### src/rtl/fspc_pkg.sv
// constants and types for the flash self-program control block
// Contract
// ready request while enabled, gie and store-enable low
// no ready request during eeprom write or store
// section-busy reads zero without read-while-write
// signature byte returned by load within three cycles
// store after signature arm changes nothing
// section-read-enable write clears the page buffer
// lock or fuse bits returned, pointer bit0 selects; the code selects one of four bytes with pointer bits 1:0
// page write from buffer at latched page
// page-write bit clears on completion or timeout
// page erase at pointer page, self-clearing bit
// no read-while-write variant halts every operation
// store-enable alone loads pair into buffer word
// store-enable clears after store, holds during operation
// only five control patterns take effect
// stores start programming only from boot section
// boot stores may program any page
// read-while-write page operation keeps cpu running
// no-read-while-write page operation halts cpu
// section-busy set while blocked, software clears it
// software avoids blocked section during programming
// boot size from fuses, always inside no_read_while_write_section
// page address latched at operation start
// programmed fuse bits read zero, unprogrammed one
// arming window is a reloaded down-counter
// halt output from busy flag until completion
package fspc_pkg;

  // ----------------------------------------------------------------
  // register map
  // ----------------------------------------------------------------
  localparam logic [7:0]  CSR_INDEX = 8'h37;                     // printed offset, word index
  localparam logic [11:0] CSR_ADDR  = {2'h0, CSR_INDEX, 2'h0};   // byte address, index times four
  localparam logic [7:0]  CSR_RESET = 8'h00;

  // bit positions
  localparam int B_IE   = 7;
  localparam int B_SBSY = 6;
  localparam int B_SIG  = 5;

  // accepted lower five bit patterns
  localparam logic [4:0] PAT_RRE  = 5'h11;
  localparam logic [4:0] PAT_BLB  = 5'h09;
  localparam logic [4:0] PAT_PGW  = 5'h05;
  localparam logic [4:0] PAT_PGE  = 5'h03;
  localparam logic [4:0] PAT_SPM  = 5'h01;

  // ----------------------------------------------------------------
  // timing
  // ----------------------------------------------------------------
  localparam int          CLK_PERIOD_NS = 20;
  localparam int          PROG_TIME_NS  = 3_700_000;              // least programming time
  localparam int          PROG_CYCLES   = (PROG_TIME_NS + CLK_PERIOD_NS - 1) / CLK_PERIOD_NS;
  localparam logic [2:0]  ARM_SPM_CYC   = 3'h4;                   // store window
  localparam logic [2:0]  ARM_LPM_CYC   = 3'h3;                   // load window
  localparam logic [2:0]  ARM_LPM_MIN   = ARM_SPM_CYC - ARM_LPM_CYC + 3'h1;

  // ----------------------------------------------------------------
  // flash geometry
  // ----------------------------------------------------------------
  localparam int          PAGE_WORDS  = 64;
  localparam logic [14:0] FLASH_WORDS_M1 = 15'h3FFF;
  localparam logic [14:0] NO_READ_WHILE_WRITE_SECTION_START  = 15'h3800;
  localparam logic [14:0] BOOT_W_00   = 15'h0800;
  localparam logic [14:0] BOOT_W_01   = 15'h0400;
  localparam logic [14:0] BOOT_W_10   = 15'h0200;
  localparam logic [14:0] BOOT_W_11   = 15'h0100;
  localparam logic [15:0] ERASED_WORD = 16'hFFFF;

  typedef enum logic [1:0] {OP_IDLE, OP_ERASE, OP_WRITE} fspc_op_type;

endpackage

### src/rtl/fspc_top.sv
// flash self-program control: apb register, page buffer, sequencing
`timescale 1ns/1ps
module fspc_top #(
  parameter bit          RWW_SUPPORT = 1'b1,                 // variant has read-while-write
  parameter int unsigned PROG_CYC    = fspc_pkg::PROG_CYCLES, // programming time in cycles
  parameter logic [31:0] SIG_ROW     = 32'h5A3C_0F96          // arbitrary signature bytes
) (
  input  wire logic        pclk,           // cpu clock 50 MHz
  input  wire logic        presetn,        // async reset, low
  input  wire logic        psel,           // apb select
  input  wire logic        penable,        // apb enable
  input  wire logic        pwrite,         // apb write
  input  wire logic [11:0] paddr,          // apb byte address
  input  wire logic [31:0] pwdata,         // apb write data
  output logic [31:0]      prdata,         // apb read data
  output logic             pready,         // apb ready
  output logic             pslverr,        // apb error, unmapped
  input  wire logic        spm_exec,       // store instruction pulse
  input  wire logic        lpm_exec,       // load instruction pulse
  input  wire logic [15:0] z_ptr,          // address pointer
  input  wire logic [15:0] data_pair,      // data register pair
  input  wire logic [14:0] cpu_pc,         // word address of the store
  input  wire logic        global_int_en,  // status register i-bit
  input  wire logic        ee_write_busy,  // eeprom write running
  input  wire logic [1:0]  section_size_fuses, // boot size fuses
  input  wire logic [7:0]  fuse_low_prog,  // 1 = programmed
  input  wire logic [7:0]  fuse_high_prog, // 1 = programmed
  input  wire logic [7:0]  fuse_ext_prog,  // 1 = programmed
  input  wire logic [7:0]  lock_prog,      // 1 = programmed
  input  wire logic [5:0]  buf_rd_idx,     // flash macro buffer index
  output logic [15:0]      buf_rd_data,    // buffer word, registered
  output logic             lpm_valid,      // special load answer pulse
  output logic [7:0]       lpm_data,       // special load byte
  output logic             ready_irq,      // ready interrupt request
  output logic             cpu_halt,       // halt processor
  output logic             flash_erase,    // erase start pulse
  output logic             flash_write,    // write start pulse
  output logic [8:0]       flash_page      // latched page
);
  import fspc_pkg::*;

  // ----------------------------------------------------------------
  // state
  // ----------------------------------------------------------------
  logic                    ie_r, sbusy_r, sig_r, rre_r, blb_r, pgw_r, pge_r, store_enable_r;
  fspc_op_type             op_r;
  logic                    op_no_read_while_write_section_r;
  logic [15:0]             buf_mem [PAGE_WORDS];
  logic [PAGE_WORDS-1:0]   buf_vld_r;
  logic [PAGE_WORDS-1:0]   buf_vld_nxt;

  // ----------------------------------------------------------------
  // apb decode
  // ----------------------------------------------------------------
  logic        setup_c, access_c, hit_c, wr_csr_c;
  logic [4:0]  pat_c;
  logic        pat_ok_c, cmd_ok_c;
  logic [7:0]  csr_rd_c;
  logic        sbusy_rd_c;

  assign setup_c    = psel && !penable;
  assign access_c   = psel && penable && pready;
  assign hit_c      = (paddr == CSR_ADDR);
  assign wr_csr_c   = access_c && pwrite && hit_c;
  assign pat_c      = pwdata[4:0];
  // only five patterns are accepted, others ignored
  assign pat_ok_c   = (pat_c == PAT_RRE) || (pat_c == PAT_BLB) || (pat_c == PAT_PGW) ||
                      (pat_c == PAT_PGE) || (pat_c == PAT_SPM);
  assign cmd_ok_c   = wr_csr_c && pat_ok_c && (op_r == OP_IDLE);
  assign sbusy_rd_c = RWW_SUPPORT ? sbusy_r : 1'b0;
  assign csr_rd_c   = {ie_r, sbusy_rd_c, sig_r, rre_r, blb_r, pgw_r, pge_r, store_enable_r};

  // one wait-free access phase, read data captured in setup
  always_ff @(posedge pclk or negedge presetn) begin
    if (!presetn) begin
      pready  <= 1'b0;
      pslverr <= 1'b0;
      prdata  <= 32'h0000_0000;
    end else begin
      pready  <= setup_c;
      pslverr <= setup_c && !hit_c;
      if (setup_c) begin
        prdata <= hit_c ? {24'h00_0000, csr_rd_c} : 32'h0000_0000;
      end
    end
  end

  // ----------------------------------------------------------------
  // arming window and programming timer
  // ----------------------------------------------------------------
  logic spm_win, lpm_win, expire, prog_done;
  logic spm_fire_c, lpm_fire_c, start_c;

  fspc_arm_window u_arm (
    .pclk    (pclk),
    .presetn (presetn),
    .load    (cmd_ok_c),
    .stop    (spm_fire_c),
    .spm_win (spm_win),
    .lpm_win (lpm_win),
    .expire  (expire)
  );

  fspc_prog_timer #(.PROG_CYC(PROG_CYC)) u_tmr (
    .pclk    (pclk),
    .presetn (presetn),
    .start   (start_c),
    .done    (prog_done)
  );

  // ----------------------------------------------------------------
  // section decode
  // ----------------------------------------------------------------
  logic [14:0] boot_words_c, boot_start_c, app_end_c;
  logic        in_boot_c, z_no_read_while_write_section_c;

  assign boot_words_c = (section_size_fuses == 2'h0) ? BOOT_W_00 :
                        (section_size_fuses == 2'h1) ? BOOT_W_01 :
                        (section_size_fuses == 2'h2) ? BOOT_W_10 : BOOT_W_11;
  assign app_end_c    = FLASH_WORDS_M1 - boot_words_c + 15'h1;
  // boot section is clamped so it never leaves the no_read_while_write_section section
  assign boot_start_c = (app_end_c < NO_READ_WHILE_WRITE_SECTION_START) ? NO_READ_WHILE_WRITE_SECTION_START : app_end_c;
  assign in_boot_c    = (cpu_pc >= boot_start_c);
  // any target page is allowed, including boot pages
  assign z_no_read_while_write_section_c     = (z_ptr[15:1] >= NO_READ_WHILE_WRITE_SECTION_START);

  // ----------------------------------------------------------------
  // store and load decode
  // ----------------------------------------------------------------
  logic        fill_c, ctrl_clr_c;
  logic        halt_sel_c;
  logic [7:0]  lpm_byte_c, fuse_sel_c;

  // stores from the application section are ignored
  assign spm_fire_c = spm_exec && spm_win && store_enable_r && in_boot_c && (op_r == OP_IDLE);
  assign start_c    = spm_fire_c && (pgw_r || pge_r);
  assign fill_c     = spm_fire_c && !(pgw_r || pge_r || rre_r || blb_r || sig_r);
  // a signature-armed store is a no-op and only disarms
  assign ctrl_clr_c = (spm_fire_c && !start_c) || (expire && (op_r == OP_IDLE)) || prog_done;
  assign lpm_fire_c = lpm_exec && lpm_win && store_enable_r && (sig_r || blb_r);
  assign halt_sel_c = z_no_read_while_write_section_c || !RWW_SUPPORT;

  // z[1:0]: 00 fuse low, 01 lock, 10 fuse ext, 11 fuse high; programmed reads 0
  assign fuse_sel_c = (z_ptr[1:0] == 2'h0) ? ~fuse_low_prog :
                      (z_ptr[1:0] == 2'h1) ? ~lock_prog :
                      (z_ptr[1:0] == 2'h2) ? ~fuse_ext_prog : ~fuse_high_prog;
  assign lpm_byte_c = sig_r ? SIG_ROW[{z_ptr[2:1], 3'h0} +: 8] : fuse_sel_c;

  // ----------------------------------------------------------------
  // control register
  // ----------------------------------------------------------------
  // arm bits load on accepted patterns, clear on a non-programming store, completion or timeout
  always_ff @(posedge pclk or negedge presetn) begin
    if (!presetn) begin
      {ie_r, sig_r, rre_r, blb_r, pgw_r, pge_r, store_enable_r} <= 7'h00;
    end else begin
      if (wr_csr_c) begin
        ie_r <= pwdata[B_IE];
      end
      if (cmd_ok_c) begin
        sig_r   <= pwdata[B_SIG] && (pat_c == PAT_SPM);
        {rre_r, blb_r, pgw_r, pge_r, store_enable_r} <= pat_c;
      end else if (ctrl_clr_c) begin
        {sig_r, rre_r, blb_r, pgw_r, pge_r, store_enable_r} <= 6'h00;
      end
    end
  end

  // section busy: set by a rww-page operation, cleared by re-enable store
  always_ff @(posedge pclk or negedge presetn) begin
    if (!presetn) begin
      sbusy_r <= 1'b0;
    end else if (start_c && !halt_sel_c) begin
      sbusy_r <= 1'b1;
    end else if (spm_fire_c && rre_r) begin
      sbusy_r <= 1'b0;
    end
  end

  // ----------------------------------------------------------------
  // operation sequencer
  // ----------------------------------------------------------------
  // page and kind latched at start so the pointer may move on
  always_ff @(posedge pclk or negedge presetn) begin
    if (!presetn) begin
      op_r        <= OP_IDLE;
      op_no_read_while_write_section_r   <= 1'b0;
      flash_page  <= 9'h000;
      flash_erase <= 1'b0;
      flash_write <= 1'b0;
      cpu_halt    <= 1'b0;
    end else begin
      flash_erase <= start_c && pge_r;
      flash_write <= start_c && pgw_r;
      if (start_c) begin
        op_r       <= pge_r ? OP_ERASE : OP_WRITE;
        op_no_read_while_write_section_r  <= halt_sel_c;
        flash_page <= z_ptr[15:7];
        cpu_halt   <= halt_sel_c;
      end else if (prog_done) begin
        op_r     <= OP_IDLE;
        cpu_halt <= 1'b0;
      end
    end
  end

  // ----------------------------------------------------------------
  // temporary page buffer
  // ----------------------------------------------------------------
  // valid bits clear the whole buffer in one cycle; invalid reads erased
  always_comb begin
    buf_vld_nxt = buf_vld_r;
    if (fill_c) begin
      buf_vld_nxt[z_ptr[6:1]] = 1'b1;
    end
    if ((cmd_ok_c && (pat_c == PAT_RRE)) || (prog_done && (op_r == OP_WRITE))) begin
      buf_vld_nxt = '0;
    end
  end

  always_ff @(posedge pclk or negedge presetn) begin
    if (!presetn) begin
      buf_vld_r <= '0;
    end else begin
      buf_vld_r <= buf_vld_nxt;
    end
  end

  // word write ignores pointer bit 0
  always_ff @(posedge pclk) begin
    if (fill_c) begin
      buf_mem[z_ptr[6:1]] <= data_pair;
    end
  end

  // buffer read port for the page write
  always_ff @(posedge pclk or negedge presetn) begin
    if (!presetn) begin
      buf_rd_data <= 16'h0000;
    end else begin
      buf_rd_data <= buf_vld_r[buf_rd_idx] ? buf_mem[buf_rd_idx] : ERASED_WORD;
    end
  end

  // ----------------------------------------------------------------
  // load answer and ready request
  // ----------------------------------------------------------------
  always_ff @(posedge pclk or negedge presetn) begin
    if (!presetn) begin
      lpm_valid <= 1'b0;
      lpm_data  <= 8'h00;
      ready_irq <= 1'b0;
    end else begin
      lpm_valid <= lpm_fire_c;
      if (lpm_fire_c) begin
        lpm_data <= lpm_byte_c;
      end
      ready_irq <= ie_r && global_int_en && !store_enable_r && !ee_write_busy && (op_r == OP_IDLE);
    end
  end

  // ----------------------------------------------------------------
  // assertions
  // ----------------------------------------------------------------
  irq_when_ready_a: assert property (@(posedge pclk) disable iff (!presetn)
    ie_r && global_int_en && !store_enable_r && !ee_write_busy |=> ready_irq)
    else $error("ready request missing");

  irq_quiet_busy_a: assert property (@(posedge pclk) disable iff (!presetn)
    (ee_write_busy || (op_r != OP_IDLE)) |=> !ready_irq)
    else $error("ready request during store or eeprom write");

  sbusy_zero_a: assert property (@(posedge pclk) disable iff (!presetn)
    (!RWW_SUPPORT && pready && psel && hit_c) |-> !prdata[B_SBSY])
    else $error("section busy read as one");

  sig_store_a: assert property (@(posedge pclk) disable iff (!presetn)
    spm_fire_c && sig_r |=> (op_r == OP_IDLE) && (buf_vld_r == $past(buf_vld_r)) && !store_enable_r)
    else $error("signature store had an effect");

  buf_clear_a: assert property (@(posedge pclk) disable iff (!presetn)
    cmd_ok_c && (pat_c == PAT_RRE) |=> (buf_vld_r == '0))
    else $error("page buffer not cleared");

  lock_read_a: assert property (@(posedge pclk) disable iff (!presetn)
    lpm_fire_c && blb_r && (z_ptr[1:0] == 2'h1) |=> lpm_valid && (lpm_data == ~$past(lock_prog)))
    else $error("lock byte wrong");

  arm_timeout_a: assert property (@(posedge pclk) disable iff (!presetn)
    $rose(store_enable_r) && (op_r == OP_IDLE) && !spm_exec && !cmd_ok_c ##1 (!spm_exec && !cmd_ok_c)[*3]
      |=> !store_enable_r && !pgw_r && !pge_r)
    else $error("arm bits outlived window");

  store_enable_hold_a: assert property (@(posedge pclk) disable iff (!presetn)
    (op_r != OP_IDLE) |-> store_enable_r && (pgw_r || pge_r))
    else $error("store enable dropped during operation");

  pattern_filter_a: assert property (@(posedge pclk) disable iff (!presetn)
    wr_csr_c && !pat_ok_c && (op_r == OP_IDLE) && !spm_win |=> !store_enable_r)
    else $error("illegal pattern took effect");

  app_store_a: assert property (@(posedge pclk) disable iff (!presetn)
    (op_r == OP_IDLE) && spm_exec && !in_boot_c |=> (op_r == OP_IDLE) && !flash_erase && !flash_write)
    else $error("store from application section started programming");

  halt_no_read_while_write_section_a: assert property (@(posedge pclk) disable iff (!presetn)
    start_c && halt_sel_c |=> cpu_halt throughout (op_r != OP_IDLE)[*3])
    else $error("cpu not halted for no_read_while_write_section page");

  page_latch_a: assert property (@(posedge pclk) disable iff (!presetn)
    (op_r != OP_IDLE) && !start_c |=> $stable(flash_page))
    else $error("page address moved during operation");

  halt_whole_op_a: assert property (@(posedge pclk) disable iff (!presetn)
    (op_r != OP_IDLE) && op_no_read_while_write_section_r |-> cpu_halt)
    else $error("cpu ran during no_read_while_write_section page operation");

  rww_runs_a: assert property (@(posedge pclk) disable iff (!presetn)
    start_c && !halt_sel_c |=> !cpu_halt && sbusy_r)
    else $error("rww page operation halted cpu or left section free");

  store_clear_a: assert property (@(posedge pclk) disable iff (!presetn)
    spm_fire_c && !start_c && !cmd_ok_c |=> !store_enable_r && !spm_win)
    else $error("store enable outlived its store");

  op_pulse_a: assert property (@(posedge pclk) disable iff (!presetn)
    start_c |=> (flash_erase != flash_write) && (op_r != OP_IDLE))
    else $error("operation start pulse wrong");

  write_done_a: assert property (@(posedge pclk) disable iff (!presetn)
    prog_done && (op_r == OP_WRITE) |=> (buf_vld_r == '0) && !pgw_r && !store_enable_r && (op_r == OP_IDLE))
    else $error("page write did not finish cleanly");

  sig_load_a: assert property (@(posedge pclk) disable iff (!presetn)
    lpm_fire_c && sig_r && (z_ptr[2:1] == 2'h0) |=> lpm_valid && (lpm_data == SIG_ROW[7:0]))
    else $error("signature byte wrong");

  load_window_a: assert property (@(posedge pclk) disable iff (!presetn)
    lpm_exec && !lpm_win |=> !lpm_valid)
    else $error("load answered outside its window");

  erase_cov: cover property (@(posedge pclk) disable iff (!presetn) start_c && pge_r);
  write_cov: cover property (@(posedge pclk) disable iff (!presetn) start_c && pgw_r ##[1:1000] prog_done);
  fill_cov:  cover property (@(posedge pclk) disable iff (!presetn) fill_c);
  sig_cov:   cover property (@(posedge pclk) disable iff (!presetn) lpm_fire_c && sig_r);
  rre_cov:   cover property (@(posedge pclk) disable iff (!presetn) spm_fire_c && rre_r);

endmodule // fspc_top

### src/rtl/fspc_arm_window.sv
// arming window down-counter for store and load instructions
`timescale 1ns/1ps
module fspc_arm_window (
  input  wire logic pclk,      // cpu clock
  input  wire logic presetn,   // async reset, low
  input  wire logic load,      // valid control write
  input  wire logic stop,      // window consumed
  output logic      spm_win,   // store allowed
  output logic      lpm_win,   // load allowed
  output logic      expire     // last cycle of window
);
  import fspc_pkg::*;

  logic [2:0] cnt_r;

  // ----------------------------------------------------------------
  // counter
  // ----------------------------------------------------------------
  // reload on every accepted write, count down to zero
  always_ff @(posedge pclk or negedge presetn) begin
    if (!presetn) begin
      cnt_r <= 3'h0;
    end else if (load) begin
      cnt_r <= ARM_SPM_CYC;
    end else if (stop) begin
      cnt_r <= 3'h0;
    end else if (cnt_r != 3'h0) begin
      cnt_r <= cnt_r - 3'h1;
    end
  end

  // window decode
  assign spm_win = (cnt_r != 3'h0);
  assign lpm_win = (cnt_r >= ARM_LPM_MIN);
  assign expire  = (cnt_r == 3'h1) && !load && !stop;

endmodule // fspc_arm_window

### src/rtl/fspc_prog_timer.sv
// programming time sequencer for erase and write
`timescale 1ns/1ps
module fspc_prog_timer #(
  parameter int unsigned PROG_CYC = 185000      // cycles per operation
) (
  input  wire logic pclk,      // cpu clock
  input  wire logic presetn,   // async reset, low
  input  wire logic start,     // operation accepted
  output logic      done       // one-cycle completion pulse
);
  import fspc_pkg::*;

  logic [17:0] cnt_r;
  logic        run_r;
  logic [17:0] last_c;

  assign last_c = 18'(PROG_CYC - 1);

  // ----------------------------------------------------------------
  // timer
  // ----------------------------------------------------------------
  // runs from start until the full programming time has passed
  always_ff @(posedge pclk or negedge presetn) begin
    if (!presetn) begin
      cnt_r <= 18'h0;
      run_r <= 1'b0;
      done  <= 1'b0;
    end else begin
      done <= run_r && (cnt_r == last_c);
      if (start && !run_r) begin
        run_r <= 1'b1;
        cnt_r <= 18'h0;
      end else if (run_r && (cnt_r == last_c)) begin
        run_r <= 1'b0;
      end else if (run_r) begin
        cnt_r <= cnt_r + 18'h1;
      end
    end
  end

endmodule // fspc_prog_timer

### config.mk
export PLATFORM = sky130hd
export DESIGN_NAME = fspc_top
export DESIGN_NICKNAME = d
export VERILOG_FILES = /design/src/rtl/fspc_pkg.sv /design/src/rtl/fspc_top.sv /design/src/rtl/fspc_arm_window.sv /design/src/rtl/fspc_prog_timer.sv
export SDC_FILE = /design/constraint.sdc
export NUM_CORES = 1
export LEC_CHECK = 0
export BUFFER_PORTS_ARGS = -buffer_cell sky130_fd_sc_hd__buf_2
export CAP_MARGIN = 20
export CORE_MARGIN = 8
export CORE_UTILIZATION = 55
export DETAILED_ROUTE_END_ITERATION = 16
export HOLD_SLACK_MARGIN = 0.06
export PLACE_DENSITY = 0.77
export SKIP_LAST_GASP = 1
export SLEW_MARGIN = 20
export SYNTH_ARGS = -nofsm -noshare
export SYNTH_HDL_FRONTEND = slang
export SYNTH_SLANG_ARGS = --single-unit
### constraint.sdc
create_clock -name pclk -period 3.8 [get_ports pclk]
set_input_delay 0.38 -clock pclk [delete_from_list [all_inputs] [get_ports pclk]]
set_output_delay 0.38 -clock pclk [all_outputs]
set_load 0.03 [all_outputs]
Word level (Yosys, flattened, before mapping)
Memories as Yosys holds them, arrays and structs flattened.
Index checks and enable logic that the tools add are counted.
- add/sub/neg operators: 4
- $lt $le $gt $ge: 7
- eq/ne operators: 14
- shift-type cells: 1
- mux-type cells: 40
- bitwise logic cells: 5
- reduce and logical (&&, ||, !) cells: 69
- operators with widths (cell ; count):
    64-bit 2-to-1 mux ; 2
    64-bit bitwise OR ; 1
    18-bit 2-to-1 mux ; 3
    8-bit 2-to-1 mux ; 5
    1-bit logical AND ; 35
    8-bit inverter ; 4
    32-bit by 6-bit variable part select with 8-bit output, first input constant ; 1
    18-bit by 1-bit adder with 18-bit output, second input constant ; 1
    18-bit equality test, second input constant ; 1
    1-bit 2-to-1 mux ; 17
    16-bit 2-to-1 mux ; 1
    15-bit by 1-bit adder with 15-bit output, second input constant ; 1
    15-bit by 14-bit >= comparator with 1-bit output, second input constant ; 1
    15-bit >= comparator ; 1
    15-bit by 14-bit less-than comparator with 1-bit output, second input constant ; 1
    15-bit 2-to-1 mux ; 1
    14-bit by 12-bit subtractor with 15-bit output, first input constant ; 1
    6-bit by 7-bit less-than comparator with 1-bit output, second input constant ; 2
    12-bit by 8-bit equality test with 1-bit output, second input constant ; 1
    1-bit logical OR ; 12
    12-bit 2-to-1 mux ; 1
    2-bit nonzero test ; 6
    11-bit 2-to-1 mux ; 1
    1-bit zero test ; 10
    20 further kinds ; 30
- register bits after elaboration: 169
- RAM bits: 1024
- input port bits: 140
- output and inout bits: 72
- logic and storage cells: 166
- memories: 1
- memory list (memory ; depth ; width ; rd ports ; clocked after memory_dff ; write ports ; line ; RTL):
    buf_mem ; 64 ; 16 ; 1 ; 0 ; 1 ; fspc_top.sv:48 ; logic [15:0] buf_mem [PAGE_WORDS];

Depth between registers and ports, before layout
- depth after elaboration: 18
- depth in mapped cells: 9
- depth with buffers taken out: 7

Modules after synthesis
From an unflattened synthesis, not the netlist that was laid out.
- cells, all modules: 2505
- area, all modules: 46798.6 um2
- modules (own cells, without submodules) (module ; times used ; cells an instance ; area each (um2) ; sequential area each (um2)):
    fspc_top ; 1 ; 2359 ; 45428.6 ; 33802.4
    fspc_prog_timer ; 1 ; 126 ; 1158.6 ; 500.5
    fspc_arm_window ; 1 ; 20 ; 211.5 ; 75.1

Worst setup path after synthesis
OpenSTA, ideal clock, no wires.
- kind: input-to-reg
- start point: in section_size_fuses[1]
- end point: mem buf_mem[51][0], enable pin
- setup time: 0.434 ns
- data arrival time: 3.536 ns
- data required time: 3.366 ns
- path slack: -0.170 ns
- stages: 7
- buffers on the path: 1
- cell sequence: nor2_1 > ha_1 > or4b_4 > nor4_4 > nor4_4 > buf_2 > nor4_1
- word-level cells in the longest chain between the ends: 14
- elaborated cells between the ends (all ways): 16
- classes of those cells: add/sub (2); order compare (2); eq/ne (2); mux (6); reduce/logical (4)
- ends and longest elaborated chain (item ; line ; RTL):
    from (decl) ; fspc_top.sv:25 ; input wire logic [1:0] section_size_fuses,
    2-bit equality test ; fspc_top.sv:119 ; (section_size_fuses == 2'h2) ? BOOT_W_10 : BOOT_W_11;
    10-bit 2-to-1 mux ; fspc_top.sv:119 ;
    11-bit 2-to-1 mux ; fspc_top.sv:118 ; (section_size_fuses == 2'h1) ? BOOT_W_01 :
    12-bit 2-to-1 mux * ; fspc_top.sv:117 ; assign boot_words_c = (section_size_fuses == 2'h0) ? BOOT_W_00 :
    14-bit by 12-bit subtractor with 15-bit output * ; fspc_top.sv:120 ; assign app_end_c = FLASH_WORDS_M1 - boot_words_c + 15'h1;
    15-bit by 1-bit adder with 15-bit output * ; fspc_top.sv:120 ;
    15-bit by 14-bit less-than comparator with 1-bit output ; fspc_top.sv:122 ; assign boot_start_c = (app_end_c < NO_READ_WHILE_WRITE_SECTION_START) ? NO_READ_WHILE_WRITE_SECTION_START : ap ...
    15-bit 2-to-1 mux * ; fspc_top.sv:122 ;
    15-bit >= comparator * ; fspc_top.sv:123 ; assign in_boot_c = (cpu_pc >= boot_start_c);
    1-bit logical AND * (2 in series) ; fspc_top.sv:135 ; assign spm_fire_c = spm_exec && spm_win && store_enable_r && in_boot_c && (op_r == OP_IDLE);
    1-bit logical AND * ; fspc_top.sv:137 ; assign fill_c = spm_fire_c && !(pgw_r || pge_r || rre_r || blb_r || sig_r);
    1-bit 2-to-1 mux * ; fspc_top.sv:231 ; if (fill_c) begin
    1-bit 2-to-1 mux (implied by the code) * ; fspc_top.sv:232 ; buf_mem[z_ptr[6:1]] <= data_pair;
    to (decl) ; fspc_top.sv:48 ;
Every way passes the cells marked *; elsewhere a longest branch is shown, timed or not.

Worst setup path after layout
- start point: reg u_arm.cnt_r[0]
- end point: mem buf_mem[52][7], enable pin
- word-level cells in the longest chain between the ends: 8
- ends and longest elaborated chain (item ; line ; RTL):
    from (decl) ; fspc_arm_window.sv:14 ; logic [2:0] cnt_r;
    from (signal assigned) ; fspc_arm_window.sv:28 ; cnt_r <= cnt_r - 3'h1;
    3-bit nonzero test ; fspc_arm_window.sv:33 ; assign spm_win = (cnt_r != 3'h0);
    1-bit logical AND (4 in series) ; fspc_top.sv:135 ;
    1-bit logical AND ; fspc_top.sv:137 ;
    1-bit 2-to-1 mux ; fspc_top.sv:231 ;
    1-bit 2-to-1 mux (implied by the code) ; fspc_top.sv:232 ;
Every way passes these cells.

==> run summary <==
For this run, the number of Yosys warnings is 0. The placement row count is 106. For the remaining antenna violation count, the log shows 0.

Entering global routing, the biggest net connects 99 pins. The cell type with the largest total area after synthesis was sky130_fd_sc_hd__edfxtp_1. For the number of hold violations in the final report, the log shows 0.

The number of resized instances in the post-cts repair step is 0, and the via count of the first global-routing pass is 25,500. Overall power consumption after layout is estimated at 26.5 mW. Setup violations remaining at the end of the flow were counted as 0. The most used flip-flop cell after synthesis is sky130_fd_sc_hd__edfxtp_1.

The worst path meets setup with 374 ps of slack. The number of buffers created by CTS was 112; the static leakage was 17.7 nW. By area the synthesized netlist is led by sky130_fd_sc_hd__edfxtp_1 67%, sky130_fd_sc_hd__mux4_2 14%, sky130_fd_sc_hd__dfrtp_1 7.9%.

The tree built by TritonCTS fans out to 1,169 sinks. In this run, distinct cell masters in the synthesized netlist total 60. Synthesis produced 2,270 cells.

The number of I/O pins came out at 212. Of all nets on the critical path, the largest fanout is 27. In the synthesized netlist, the cells that appear most often are 1,024 x sky130_fd_sc_hd__edfxtp_1, 279 x sky130_fd_sc_hd__mux4_2, 145 x sky130_fd_sc_hd__dfrtp_1, 129 x sky130_fd_sc_hd__a22oi_1, 79 x sky130_fd_sc_hd__a21oi_1. For the pin with the worst max-slew slack, the measured transition is 1050 ps.

Using the TritonRoute via totals, the vias-per-cell ratio works out to 6.56. A synthesized cell averages 20.2 um2. The most common cell in the synthesized netlist is sky130_fd_sc_hd__edfxtp_1. The number of setup buffers added after CTS was 0; the worst supply voltage drop on vdd was 0.359 mV. For this run, the post-layout net count is 2,722. Clock-pin slew was measured on the worst setup and hold paths at 60 ps.

The number of max-slew violations in the final report was 0. Setup repair after global routing left no endpoint under its margin. The count of port buffers added during placement was 162; the y dimension of the die was 305 um. From synthesis to final layout, the design area changed by 15.5%.

The logs give 0.552 for the initial core utilization and 0 for the number of remaining DRC errors. Data arrives at the worst endpoint at 3810 ps. The run gives 10 as the initial antenna violation count. Counting along the longest clock path gives a buffer depth of 3. In this design, the stage delay of the slowest critical-path cell is 1000 ps. The HPWL after detailed placement is 68.8 mm. The combined global-route utilization of all metal layers is 0.244. The flow ran to the end, and the final reports show no timing, DRC or antenna violations.

The element type at the critical path start is a flip-flop. From left edge to right edge, the die measures 305 um. TritonCTS built the clock tree. The die covers 93,000 um2. In this run, synthesis inferred 1,024 flip-flops with an integrated enable.

The fraction of layout instances using a drive strength above 1 is 0.314. Part of the cycle the worst path needs: 0.902. The clock tree synthesis step divided the H-tree into 3 levels. Counting cells, the worst reg-to-reg path comes to 7. For the post-route core utilization, the log shows 0.638. The class of the worst hold path was in2reg. The worst setup path is of the reg2reg kind. Summing every instance area after synthesis gives 45,900 um2. Before antenna repair, the detailed router went through 5 iterations. The share of flip-flops with an asynchronous set or reset after synthesis came out at 0.124. Type of element capturing the critical path: a flip-flop. The register bit total from synthesis was 1,169. The final layout contains routed wiring with a total length of 114 mm. The aggregate global routing overflow was 0. Derived from the worst setup path, the maximum achievable clock frequency is 292 MHz. Power spread over the standard cell area amounts to 499 nW/um2. The share of the yosys chip area belonging to registers is 0.749, and the number of vias in the routed layout is 24,600. The top cell type's share of synthesized area works out to 0.670. The worst slew slack as a fraction of its limit is 0.296, and the clock latency reported for the late side of the worst-skew pair is 690 ps. Final critical delay including setup and external delays: 3430 ps.

Worst setup skew after layout: 29.9 ps. The run gives 0 as the number of violations of the max-capacitance limit. The critical path goes through inv_1 -> ha_1 -> nand2b_1 -> and4_1 -> nand3_4 -> nor4_2 -> buf_4. At the end of routability-driven placement, the weighted congestion stood at 0.886.

After the first detailed-routing iteration, the DRC count stood at 2,789. For this design, the slowest cell found on the critical path is sky130_fd_sc_hd__nor4_2. For the worst setup path, the data required time is 4180 ps.

Along the worst hold path, the cell count comes to 4. Root cell of the clock tree: sky130_fd_sc_hd__clkbuf_16. In the final routed layout, each cell accounts on average for 30.4 um. The floorplan step defined a core boundary enclosing 83,200 um2. The first global-routing pass estimated 169 mm of wire. Hold timing on the final database bottoms out at a slack of 130 ps. Prior to clock tree synthesis, the placed netlist has a worst setup slack of 202 ps.
registers in the layout, indices dropped and copies added, names as in the netlist, 2 cells and up:
name         count
buf_vld_r       64
buf_mem       1024
buf_rd_data     16
prdata           8
u_tmr.cnt_r     18
op_r             2
u_arm.cnt_r      3
lpm_data         8
flash_page       9
metrics by stage:
stage,cell area [um2],std cells,setup TNS [ps]
3_5_place_dp,49200,3520,0
6_report,53000,3749,0
5_1_grt,53000,3744,0
2_1_floorplan,46000,2295,-125180
3_3_place_gp,49200,3520,0
4_1_cts,53000,3744,0
cell usage in the layout, fill, tap and decap left out, drive strengths merged, types with 6 or more instances in the layout:
cell	instances
or3	8
ha	11
a22oi	129
o31ai	8
nor2b	11
nor2	32
dfrtp	145
dlygate4sd3	17
mux2	17
mux4	279
a21oi	79
inv	13
or4	8
and3	7
edfxtp	1024
nand2	45
nor4	84
bufinv	12
nand4	7
nand2b	9
nand3b	6
clkinv	36
o21ai	20
conb	27
nand3	37
o21a	64
buf	311
mux2i	7
clkbuf	153
per-layer routing:
layer  up-vias  wire length (um)  GRT usage  share of wire
li1      10100                 -          -              -
met1     12800             42800      0.328           0.37
met2      1461             55500      0.390           0.49
met3       234             11800     0.0622           0.10
met4         4              3970     0.0847          0.035
met5         -                26          0        0.00023
path summary, 6_finish.rpt:
kind                                            start  slack [ps]                         end
max                        u_arm.cnt_r[0]$_DFFE_PN0P_         370    buf_mem[52][7]$_DFFE_PP_
min                                         pwdata[5]         130           sig_r$_DFFE_PN0P_
max reg2reg                u_arm.cnt_r[0]$_DFFE_PN0P_         370    buf_mem[52][7]$_DFFE_PP_
min reg2reg                     prdata[6]$_DFFE_PN0P_         480       prdata[6]$_DFFE_PN0P_
max in group asynchronous                     presetn        2440  u_arm.cnt_r[2]$_DFFE_PN0P_
min in group asynchronous                     presetn         390   flash_page[7]$_DFFE_PN0P_
layout make-up:
cell class	count	area (um2)
inverters	9	33.8
repair buffers	328	2360
clock inverters	54	602
diodes	5	12.5
clock buffers	153	3040
flip-flops and latches	1169	34400
fillers	5306	30100
multi-input cells	951	11300
well taps	1080	1350
power breakdown:
part	internal, mW	switching, mW
logic	0.490	0.918
clock network	6.41	4.67
registers	14.0	0.0129
logic make-up (layout without fill, tap and decap cells):
kind of cell | after synthesis | in the layout | synth area share
flip-flops | 1169 | 1169 | 0.749
AO/OA/AOI/OAI | 320 | 320 | 0.0472
multiplexers | 303 | 303 | 0.143
AND/OR/NAND/NOR | 281 | 281 | 0.0380
buffers and inverters | 175 | 544 | 0.0189
adder cells (fa/ha/maj) | 12 | 12 | 0.00321
XOR/XNOR | 8 | 8 | 0.00153
other | 2 | 32 | 0.000164
repair_timing:
| item | in CTS | in global routing |
|---|---|---|
| endpoints found under the setup margin | 0 | 0 |
| hold endpoints to repair | 113 | 0 |
| hold buffers | 17 | 0 |
worst max-delay path: cells and delay by family (launching register included):
kind	cells	cell delay [ps]
AND/OR/NAND/NOR	4	2020
flip-flops	1	410
buffers and inverters	2	430
adder cells (fa/ha/maj)	1	230
No activity file was read; power rests on OpenSTA's default activity.
